**src/common/prd_consts.svh**
```systemverilog
/*
 * Constants of the packed ring engine: descriptor flag positions, event modes,
 * register offsets, control bits and reset values.
 * Assumes inclusion by bare name from the design modules and the bench.
 */
`ifndef PRD_CONSTS_SVH
`define PRD_CONSTS_SVH

// descriptor flag word bit positions
`define PRD_F_CHAIN      0
`define PRD_F_WRITE      1
`define PRD_F_AVAIL      7
`define PRD_F_USED       15
// byte offset of the len/id/flags half inside a 16-byte slot
`define PRD_HI_OFF       64'h0000_0000_0000_0008
// notification control modes
`define PRD_EVT_ENABLE   2'h0
`define PRD_EVT_DISABLE  2'h1
`define PRD_EVT_DESC     2'h2
// register byte offsets
`define PRD_REG_CTRL     8'h00
`define PRD_REG_RING_LO  8'h04
`define PRD_REG_RING_HI  8'h08
`define PRD_REG_EVT_LO   8'h0C
`define PRD_REG_EVT_HI   8'h10
`define PRD_REG_QSIZE    8'h14
`define PRD_REG_STATUS   8'h18
`define PRD_REG_ERR      8'h1C
// control register bits
`define PRD_CTRL_EN      0
`define PRD_CTRL_INORD   1
`define PRD_CTRL_EVIDX   2
// reset values and default list limit
`define PRD_QSIZE_RST    16'h0000
`define PRD_WRAP_RST     1'b1
`define PRD_MAX_CHAIN    16'h0100

`endif

```
**src/common/prd_pkg.sv**
```systemverilog
/*
 * Types of the packed ring engine: memory words, user-side carriers,
 * register port and controller state.
 * Assumes prd_consts.svh on the include path.
 */
package prd_pkg;
    // upper 8 bytes of a descriptor as one little-endian 64-bit word
    typedef struct packed {
        logic [15:0] flags;
        logic [15:0] id;
        logic [31:0] len;
    } prd_desc_hi_t;

    // suppression structure as one little-endian 32-bit word
    typedef struct packed {
        logic [13:0] rsvd;
        logic [1:0]  mode;
        logic        wrap;
        logic [14:0] off;
    } prd_evt_t;

    typedef struct packed {
        logic        we;
        logic [63:0] addr;
        logic [63:0] wdata;
    } prd_mem_req_t;

    typedef struct packed {
        logic [63:0] addr;
        logic [31:0] len;
        logic [15:0] id;
        logic        writable;
        logic        last;
    } prd_buf_t;

    typedef struct packed {
        logic [31:0] len;
        logic        flush;
    } prd_cmpl_t;

    typedef struct packed {
        logic        wr;
        logic        rd;
        logic [7:0]  addr;
        logic [31:0] wdata;
    } prd_reg_req_t;

    typedef struct packed {
        logic        wrap;
        logic [14:0] idx;
    } prd_ptr_t;

    typedef enum logic [3:0] {
        S_IDLE, S_RD_FLAGS, S_W_FLAGS, S_RD_HI, S_W_HI, S_RD_LO, S_W_LO,
        S_OFFER, S_WAIT_CMPL, S_WR_USED, S_RD_EVT, S_W_EVT, S_HALT
    } prd_state_t;

    typedef struct packed {
        prd_state_t   st;
        logic         en;
        logic         inord;
        logic         evidx;
        logic [63:0]  ring_base;
        logic [63:0]  evt_base;
        logic [15:0]  qsize;
        logic         err_long;
        logic [31:0]  rdata;
        prd_desc_hi_t hi;
        logic [63:0]  baddr;
        logic [15:0]  chain_cnt;
        logic [15:0]  batch_cnt;
        logic [15:0]  batch_id;
        logic         batch_wr;
        logic [31:0]  batch_len;
        logic         notify;
    } prd_eng_state_t;
endpackage : prd_pkg

```
**src/logic/prd_engine.sv**
```systemverilog
/*
 * Device-side packed descriptor ring engine: polls, fetches and offers
 * descriptors, writes used descriptors, reads driver suppression.
 * Assumes a 64-bit memory port with one outstanding read and a user that
 * consumes buffers and reports completion.
 */
`timescale 1ns/1ns
`default_nettype none
`include "prd_consts.svh"
// Overview of operation
// - in-order mode may report a batch by one used entry with final id.
// - used entry lands on batch's first slot; device advances by batch size.
// - first descriptor of a request marked used only after all the rest.
// - control field: 0 enable, 1 disable, 2 per-descriptor, 3 reserved.
// - per-descriptor mode fires only at matching offset and wrap; with evidx clear the code notifies on every used write instead.
// - after writing used entries, read driver suppression to decide notify.
// - start descriptors in ring order, used writes in completion order.
// - descriptor is 64-bit address, 32-bit length, 16-bit id, 16-bit flags.
// - ring starts zeroed, so all flags initially clear.
// - suppression is offset15+wrap1, then control2 plus 14 zero bits.
// - never write a device-readable buffer; avoid reading writable ones.
// - consume a descriptor only after its available bit changes.
// - after changing the used bit, never touch that descriptor again.
// - list length bounded by device limit and queue size.
// - consume chained descriptors in posted order.
// - wrap counters start at one, flip after the last slot.
// - used marking sets used bit 15 and available bit 7 to own wrap.
// - flag value 2 marks a buffer device-writable.
module prd_engine #(
    parameter logic [15:0] MAX_CHAIN = `PRD_MAX_CHAIN // device list limit
) (
    input  wire logic                 clk,           // 100 MHz clock
    input  wire logic                 srst,          // sync reset, high
    input  wire prd_pkg::prd_reg_req_t reg_req,      // register strobes
    output logic [31:0]               reg_rdata,     // read data, next cycle
    output logic                      mem_req_valid, // memory request
    input  wire logic                 mem_req_ready, // memory accepts
    output prd_pkg::prd_mem_req_t     mem_req,       // address, data, we
    input  wire logic                 mem_rvalid,    // read data valid
    input  wire logic [63:0]          mem_rdata,     // read data word
    output logic                      buf_valid,     // buffer offered
    input  wire logic                 buf_ready,     // user takes buffer
    output prd_pkg::prd_buf_t         buf_out,       // buffer element
    input  wire logic                 cmpl_valid,    // request done
    output logic                      cmpl_ready,    // completion taken
    input  wire prd_pkg::prd_cmpl_t   cmpl,          // written length, flush
    output logic                      used_notify    // notify pulse
);
    import prd_pkg::*;

    prd_eng_state_t s;
    prd_eng_state_t next_s;
    prd_ptr_t       av;
    prd_ptr_t       us;
    prd_desc_hi_t   rd_hi;
    prd_evt_t       evt;
    logic           avail_ok;
    logic           av_adv;
    logic           us_adv;
    logic           gate_notify;
    logic [15:0]    limit;
    logic [63:0]    av_slot;
    logic [63:0]    us_slot;

    assign rd_hi    = mem_rdata;
    // 4-byte structure inside an 8-byte aligned word
    assign evt      = s.evt_base[2] ? mem_rdata[63:32] : mem_rdata[31:0];
    // zeroed ring never looks available against wrap 1
    assign avail_ok = rd_hi.flags[`PRD_F_AVAIL] == av.wrap && rd_hi.flags[`PRD_F_USED] != av.wrap;
    assign limit    = (s.qsize < MAX_CHAIN) ? s.qsize : MAX_CHAIN;
    assign av_slot  = s.ring_base + {45'h0, av.idx, 4'h0} + `PRD_HI_OFF;
    assign us_slot  = s.ring_base + {45'h0, us.idx, 4'h0} + `PRD_HI_OFF;
    assign av_adv   = s.st == S_OFFER && buf_ready;
    assign us_adv   = s.st == S_W_EVT && mem_rvalid;

    prd_ring_ptr u_avail_ptr (
        .clk   (clk),
        .srst  (srst),
        .clr   (~s.en),
        .adv   (av_adv),
        .step  (16'h0001),
        .qsize (s.qsize),
        .ptr   (av)
    );

    prd_ring_ptr u_used_ptr (
        .clk   (clk),
        .srst  (srst),
        .clr   (~s.en),
        .adv   (us_adv),
        .step  (s.batch_cnt), // skip the whole batch at once
        .qsize (s.qsize),
        .ptr   (us)
    );

    prd_evt_gate u_evt_gate (
        .evt    (evt),
        .evidx  (s.evidx),
        .slot   (us.idx),
        .wrap   (us.wrap),
        .notify (gate_notify)
    );

    always_comb begin
        next_s        = s;
        next_s.rdata  = 32'h0000_0000;
        next_s.notify = 1'b0;
        // register port
        if (reg_req.wr) begin
            unique case (reg_req.addr)
                `PRD_REG_CTRL: begin
                    next_s.en    = reg_req.wdata[`PRD_CTRL_EN];
                    next_s.inord = reg_req.wdata[`PRD_CTRL_INORD];
                    next_s.evidx = reg_req.wdata[`PRD_CTRL_EVIDX];
                end
                `PRD_REG_RING_LO: next_s.ring_base[31:0]  = {reg_req.wdata[31:4], 4'h0};
                `PRD_REG_RING_HI: next_s.ring_base[63:32] = reg_req.wdata;
                `PRD_REG_EVT_LO:  next_s.evt_base[31:0]   = {reg_req.wdata[31:2], 2'h0};
                `PRD_REG_EVT_HI:  next_s.evt_base[63:32]  = reg_req.wdata;
                `PRD_REG_QSIZE:   next_s.qsize = {1'b0, reg_req.wdata[14:0]};
                `PRD_REG_ERR:     next_s.err_long = s.err_long & ~reg_req.wdata[0];
                default: ;
            endcase
        end
        if (reg_req.rd) begin
            unique case (reg_req.addr)
                `PRD_REG_CTRL:    next_s.rdata = {29'h0, s.evidx, s.inord, s.en};
                `PRD_REG_RING_LO: next_s.rdata = s.ring_base[31:0];
                `PRD_REG_RING_HI: next_s.rdata = s.ring_base[63:32];
                `PRD_REG_EVT_LO:  next_s.rdata = s.evt_base[31:0];
                `PRD_REG_EVT_HI:  next_s.rdata = s.evt_base[63:32];
                `PRD_REG_QSIZE:   next_s.rdata = {16'h0, s.qsize};
                `PRD_REG_STATUS:  next_s.rdata = {us.wrap, us.idx, av.wrap, av.idx};
                `PRD_REG_ERR:     next_s.rdata = {31'h0, s.err_long};
                default:          next_s.rdata = 32'h0000_0000;
            endcase
        end
        // controller
        unique case (s.st)
            S_IDLE: begin
                if (s.en && s.qsize != 16'h0000) begin
                    next_s.st = S_RD_FLAGS;
                end
            end
            S_RD_FLAGS: if (mem_req_ready) next_s.st = S_W_FLAGS; // flags word first
            S_W_FLAGS: begin
                if (mem_rvalid) begin
                    if (avail_ok) begin
                        next_s.st = S_RD_HI;
                    end else if (s.chain_cnt != 16'h0000) begin
                        next_s.st = S_RD_FLAGS; // rest of a list is posted first
                    end else if (s.batch_cnt != 16'h0000) begin
                        next_s.st = S_WR_USED; // nothing more to join, close batch
                    end else begin
                        next_s.st = S_IDLE;
                    end
                end
            end
            S_RD_HI: if (mem_req_ready) next_s.st = S_W_HI;
            S_W_HI: begin
                if (mem_rvalid) begin
                    next_s.hi = rd_hi; // fresh copy after availability seen
                    next_s.st = S_RD_LO;
                end
            end
            S_RD_LO: if (mem_req_ready) next_s.st = S_W_LO;
            S_W_LO: begin
                if (mem_rvalid) begin
                    next_s.baddr = mem_rdata;
                    if (s.hi.flags[`PRD_F_CHAIN] && s.chain_cnt + 16'h0001 >= limit) begin
                        next_s.err_long = 1'b1; // list would outgrow the limit
                        next_s.st       = S_HALT;
                    end else begin
                        next_s.st = S_OFFER;
                    end
                end
            end
            S_OFFER: begin
                if (buf_ready) begin
                    next_s.chain_cnt = s.chain_cnt + 16'h0001;
                    next_s.batch_cnt = s.batch_cnt + 16'h0001;
                    next_s.batch_wr  = s.batch_wr | s.hi.flags[`PRD_F_WRITE];
                    if (s.hi.flags[`PRD_F_CHAIN]) begin
                        next_s.st = S_RD_FLAGS; // next link is the next slot
                    end else begin
                        next_s.batch_id  = s.hi.id; // id rides on the last link
                        next_s.chain_cnt = 16'h0000;
                        next_s.st        = S_WAIT_CMPL;
                    end
                end
            end
            S_WAIT_CMPL: begin
                if (cmpl_valid) begin
                    // no length reported into a read-only list
                    next_s.batch_len = s.batch_wr ? cmpl.len : 32'h0000_0000;
                    next_s.st        = (s.inord && !cmpl.flush) ? S_RD_FLAGS : S_WR_USED;
                end
            end
            S_WR_USED: if (mem_req_ready) next_s.st = S_RD_EVT;
            S_RD_EVT:  if (mem_req_ready) next_s.st = S_W_EVT;
            S_W_EVT: begin
                if (mem_rvalid) begin
                    next_s.notify    = gate_notify;
                    next_s.batch_cnt = 16'h0000;
                    next_s.batch_wr  = 1'b0;
                    next_s.st        = S_IDLE;
                end
            end
            S_HALT: if (!s.en) next_s.st = S_IDLE;
            default: next_s.st = S_IDLE;
        endcase
        if (reg_req.wr && reg_req.addr == `PRD_REG_ERR && s.st == S_W_LO && mem_rvalid
            && s.hi.flags[`PRD_F_CHAIN] && s.chain_cnt + 16'h0001 >= limit) begin
            next_s.err_long = 1'b1; // a new error outlives a same-cycle clear
        end
    end

    always_ff @(posedge clk) begin
        if (srst) begin
            s       <= '0;
            s.st    <= S_IDLE;
            s.qsize <= `PRD_QSIZE_RST;
        end else begin
            s <= next_s;
        end
    end

    always_comb begin
        mem_req_valid = 1'b0;
        mem_req       = '{we: 1'b0, addr: av_slot, wdata: 64'h0};
        unique case (s.st)
            S_RD_FLAGS, S_RD_HI: mem_req_valid = 1'b1;
            S_RD_LO: begin
                mem_req_valid = 1'b1;
                mem_req.addr  = av_slot - `PRD_HI_OFF;
            end
            S_WR_USED: begin
                mem_req_valid = 1'b1;
                mem_req.we    = 1'b1;
                mem_req.addr  = us_slot; // over the batch's first slot
                // flags, id and length leave in one write, the used bit with them
                mem_req.wdata = {us.wrap, 7'h00, us.wrap, 5'h00, s.batch_wr, 1'b0,
                                 s.batch_id, s.batch_len};
            end
            S_RD_EVT: begin
                mem_req_valid = 1'b1;
                mem_req.addr  = {s.evt_base[63:3], 3'h0};
            end
            default: ;
        endcase
    end

    assign buf_valid   = s.st == S_OFFER;
    assign buf_out     = '{addr: s.baddr, len: s.hi.len, id: s.hi.id,
                           writable: s.hi.flags[`PRD_F_WRITE], last: ~s.hi.flags[`PRD_F_CHAIN]};
    assign cmpl_ready  = s.st == S_WAIT_CMPL;
    assign used_notify = s.notify;
    assign reg_rdata   = s.rdata;
endmodule : prd_engine
`default_nettype wire

```
**src/logic/prd_ring_ptr.sv**
```systemverilog
/*
 * Ring position with wrap counter, advanced by a step of slots.
 * Assumes step never exceeds qsize and qsize is nonzero while adv is high.
 */
`timescale 1ns/1ns
`default_nettype none
`include "prd_consts.svh"
module prd_ring_ptr (
    input  wire logic            clk,   // device clock
    input  wire logic            srst,  // sync reset, high
    input  wire logic            clr,   // reinit to slot 0, wrap 1
    input  wire logic            adv,   // advance by step
    input  wire logic [15:0]     step,  // slots to skip
    input  wire logic [15:0]     qsize, // ring length in slots
    output prd_pkg::prd_ptr_t    ptr    // current slot and wrap
);
    import prd_pkg::*;
    prd_ptr_t    s;
    prd_ptr_t    next_s;
    logic [16:0] sum;

    always_comb begin
        next_s = s;
        sum    = {2'h0, s.idx} + {1'b0, step};
        if (clr) begin
            next_s = '{wrap: `PRD_WRAP_RST, idx: 15'h0000};
        end else if (adv) begin
            if (sum >= {1'b0, qsize}) begin
                next_s.idx  = 15'(sum - {1'b0, qsize});
                next_s.wrap = ~s.wrap; // flips when passing the last slot
            end else begin
                next_s.idx = sum[14:0];
            end
        end
    end

    always_ff @(posedge clk) begin
        if (srst) begin
            s <= '{wrap: `PRD_WRAP_RST, idx: 15'h0000};
        end else begin
            s <= next_s;
        end
    end

    assign ptr = s;
endmodule : prd_ring_ptr
`default_nettype wire

```
**src/logic/prd_evt_gate.sv**
```systemverilog
/*
 * Used-buffer notification decision from the driver's suppression word.
 * Assumes slot and wrap name the descriptor just marked used.
 */
`timescale 1ns/1ns
`default_nettype none
`include "prd_consts.svh"
module prd_evt_gate (
    input  wire prd_pkg::prd_evt_t evt,    // driver suppression structure
    input  wire logic              evidx,  // event index feature on
    input  wire logic [14:0]       slot,   // slot written used
    input  wire logic              wrap,   // wrap counter of that slot
    output logic                   notify  // send a notification
);
    import prd_pkg::*;
    always_comb begin
        unique case (evt.mode)
            `PRD_EVT_ENABLE:  notify = 1'b1;
            `PRD_EVT_DISABLE: notify = 1'b0;
            // without the feature the mode is illegal; fall back to enabled
            `PRD_EVT_DESC:    notify = evidx ? (slot == evt.off && wrap == evt.wrap) : 1'b1;
            default:          notify = 1'b0; // reserved code, stay quiet
        endcase
    end
endmodule : prd_evt_gate
`default_nettype wire

```
**config.mk**
```make
export PLATFORM = sky130hd
export DESIGN_NAME = prd_engine
export DESIGN_NICKNAME = d
export VERILOG_FILES = /design/src/common/prd_pkg.sv /design/src/logic/prd_engine.sv /design/src/logic/prd_ring_ptr.sv /design/src/logic/prd_evt_gate.sv
export VERILOG_INCLUDE_DIRS = /design/src /design/src/common
export SDC_FILE = /design/constraint.sdc
export NUM_CORES = 1
export LEC_CHECK = 0
export BUFFER_PORTS_ARGS = -buffer_cell sky130_fd_sc_hd__buf_2
export CAP_MARGIN = 25
export CORE_ASPECT_RATIO = 2
export CORE_MARGIN = 3
export CORE_UTILIZATION = 50
export CTS_CLUSTER_DIAMETER = 150
export DETAILED_ROUTE_END_ITERATION = 12
export PLACE_DENSITY_LB_ADDON = 0.15
export SLEW_MARGIN = 10
export SYNTH_ARGS = -nofsm -noshare
export SYNTH_HDL_FRONTEND = slang
export SYNTH_SLANG_ARGS = --single-unit
```
**constraint.sdc**
```tcl
create_clock -name clk -period 5.5 [get_ports clk]
set_clock_uncertainty 0.2 [all_clocks]
set_input_delay 0.275 -clock clk [delete_from_list [all_inputs] [get_ports clk]]
set_output_delay 0.275 -clock clk [all_outputs]
set_load 0.01 [all_outputs]
```
==> metrics.txt <==
status complete, no violations; drt total wl 107000 um; Synth Area in Adders 5.20%; root buffer cell clkbuf_16; final-report max-slew violation count 0; initial antenna violation count 7; nets 3864; routed length per instance 25.0 um; first-pass GRT wire length 157000 um; critical path peak fanout 6; largest family of logic cells by synthesized area simple AND/OR/NAND/NOR gates; cells after synthesis 3346; Synth Area in Simple Gates 24.8%; CP Launch Type flip-flop; Worst EP required 5.80 ns; Hold Crit Class input pin to flip-flop; 1st-iter DRT viols 2711; Place WS 0.377 ns; Initial Util 51.0%; vias in the first global route 26165; final setup violation count 0; Clock transition at path regs 0.07 ns; CP max stage delay 0.44 ns; DR DRC count 0; clk buf depth 3; Fmax achieved 0.193 GHz; Final min period 5.18 ns; post-CTS sizing 0; final worst setup slack 0.318 ns; max_slew headroom 26.6%; dpl cell area 26100 um2; Filler Cells Inserted 4483; Tcrit/Tclk final 94.2%; TritonCTS buffer count 39; CTS tree built; vias 26878; Seq/Total Area, Yosys 32.7%; Max-Cap Viols 0; die area 52500 um2; Fin. Hold Viols 0; Max IR drop VDD 233 uV; hold path cells 2; post-synthesis compound-gate area fraction 22.3%; flops & latches, synth 405; area grow syn2layout 16.2%; synth unique cells 90; gr ovfl total 0; crit path DAT 5.48 ns; Async S/R FF share, synth 0%; Antenna Nets Post-Route 0; H-tree Lvls 2; area share of xor/xnor cells in the synthesized design 4.59%; Warnings, synthesis 0; mapped cell area 24800 um2; cell area after layout 28800 um2; Critical Path End Type flip-flop; Post-DP HPWL 77600 um; Pleak 0.0113 uW; # port buffers 407; RSZ-0062 raised after global routing false; ys flop type dfxtp_1; share of layout cells above drive strength 1 16.1%; number of enable flip-flop cells after synthesis 0; num rows 114; Die Ht 321 um; Worst-Margin Slew 1.10 ns; vias per inst 6.27; CORE AREA 48600 um2; P per Cell Area 213 nW/um2; Avg Synthesized Cell Area 7.41 um2; largest net degree at the start of global routing 176; 1st-pass router iterations 7; gpl congestion 1.04; Crit-path slowest cell fa_1; CP Class flip-flop to flip-flop; critical path, cell by cell ha_1, fa_1, a211oi_1, o21ai_1, a31oi_2, o211ai_1, o21a_1, nor2_1, xnor2_1, ha_1, nand4_1, nor4_1, or3_1, or3_1, o21ai_0, o21a_1, buf_4, nand2_1, a31oi_1; CTS sink count 405; Skew-Pair Late Insertion Delay 0.59 ns; Die W 163 um; # IOs 424; mux contribution to synthesized area 1.15%; Worst R2R Path Depth 19; GR Util All Layers 38.8%; final setup TNS 0 ns
==> path summary, 6_finish.rpt <==
kind	to	startpoint	slack, ns
hold reg to reg	s[24]	s[24]	0.25
setup reg to reg	u_used_ptr.ptr[9]	s[50]	0.32
hold / removal	s[387]	srst	0.005
setup / recovery	u_used_ptr.ptr[9]	s[50]	0.32
==> cells in the mapped netlist (8+ instances only) <==
library cell / n / area (um2)
and2_1: 69 / 432
a22oi_1: 101 / 758
clkbuf_1: 179 / 672
a2111oi_0: 8 / 70.1
a221o_1: 11 / 110
or2_2: 9 / 56.3
o211ai_1: 22 / 165
ha_1: 95 / 1190
nor4_1: 26 / 163
a31oi_1: 48 / 300
nand2_1: 753 / 2830
mux2i_1: 27 / 270
and4_1: 13 / 114
and3_1: 33 / 206
xor2_1: 45 / 394
a21oi_1: 423 / 2120
buf_4: 165 / 1240
o31ai_1: 9 / 67.6
inv_1: 53 / 199
nor2b_1: 8 / 50.1
o21a_1: 10 / 75.1
buf_2: 24 / 120
a21o_1: 37 / 278
a32oi_1: 8 / 70.1
o21ai_0: 95 / 475
nor3_1: 59 / 295
nor2_1: 135 / 507
or3_1: 24 / 150
nand2b_1: 23 / 144
o21bai_1: 12 / 90.1
nand4_1: 39 / 244
a211oi_1: 18 / 135
nand3_1: 128 / 641
dfxtp_1: 405 / 8110
xnor2_1: 85 / 744
==> cell type report <==
class / instances / area (um2) / area share [%]
clock buffer: 53 / 1120 / 3.88
multi-input combinational: 2528 / 14600 / 50.6
inverter: 54 / 203 / 0.704
tap: 638 / 798 / 2.77
timing repair buffer: 591 / 3800 / 13.2
clock inverter: 16 / 195 / 0.678
sequential: 405 / 8110 / 28.2
antenna: 4 / 10.0 / 0.0348
==> power breakdown <==
part	leakage (uW)	switching, uW	internal, uW
combinational	0.00738	196	143
sequential	0.00326	11.7	2930
clock	0.000651	1290	1550
total	0.0113	1500	4620
==> placed cells by master, fill, tap and decap left out, types with 8 or more instances in the layout <==
cell	instances
a22oi_1	101
dlygate4sd3_1	131
a32oi_1	8
nor2b_1	8
ha_1	95
o21ai_0	95
mux2i_1	27
a21o_1	37
o211ai_1	22
nand2b_1	23
and4_1	13
nor4_1	25
a31oi_1	48
nor2_1	129
nand3_1	127
a221o_1	11
clkbuf_16	39
inv_1	52
clkbuf_8	9
xnor2_1	85
and2_1	67
or3_1	24
dfxtp_1	405
nand4_1	39
o21bai_1	12
o21a_1	10
buf_2	406
and3_1	32
buf_4	49
xor2_1	45
clkinv_2	8
conb_1	22
nor3_1	54
o31ai_1	9
a2111oi_0	8
a211oi_1	18
or2_2	9
nand2_1	748
a21oi_1	423
==> logic make-up (layout without fill, tap and decap cells) <==
family | count (synthesis) | in the layout
and+or+nand+nor | 1353 | 1353
AOI/OAI and AO/OA | 895 | 895
buffers and inverters | 433 | 714
DFF | 405 | 405
xor gates and xnor gates | 130 | 130
adders and majority gates | 100 | 100
muxes | 28 | 28
other | 2 | 26
==> stage by stage <==
stage / power [uW] / std cells / util, % / hold WS [ns]
after floorplan: 3140 / 3366 / - / 0.211
after global placement: 3250 / 4081 / 53.7 / 0.234
after detailed placement: 3260 / 4082 / 53.7 / 0.239
after CTS: 6140 / 4282 / 59.1 / 0.0122
after global routing: 6270 / 4289 / 59.2 / 0.0460
final: 6120 / 4289 / 59.2 / 0.00496
==> layer usage <==
metal	wire [um]	share of wire, %	vias up	track usage [%]
li1	-	-	12098	-
met1	36200	34	12577	40.9
met2	50500	47	1613	65.2
met3	8440	7.9	590	6.70
met4	11900	11	0	35.2
met5	0	0	-	0
==> sequential cells by signal, indices dropped and copies added (netlist names) <==
| name | cells |
|---|---|
| s | 227 |
| u_used_ptr.ptr | 16 |
| reg_rdata | 32 |
| u_avail_ptr.ptr | 16 |
| buf_out | 113 |
| used_notify | 1 |
==> timing repair <==
item,in CTS,in global routing
endpoints found under the hold margin,290,0
hold buffers,131,0
buffers inserted,0,0
==> critical path, delay by kind of cell (launching register included) <==
kind	cells	cell delay, ns
flip-flops	1	0.37
adder cells (fa/ha/maj)	3	1.05
AO/OA/AOI/OAI	8	2.07
buffers and inverters	1	0.22
AND/OR/NAND/NOR	6	1.02
XOR/XNOR	1	0.17
Power figures use the tool's default switching activity.
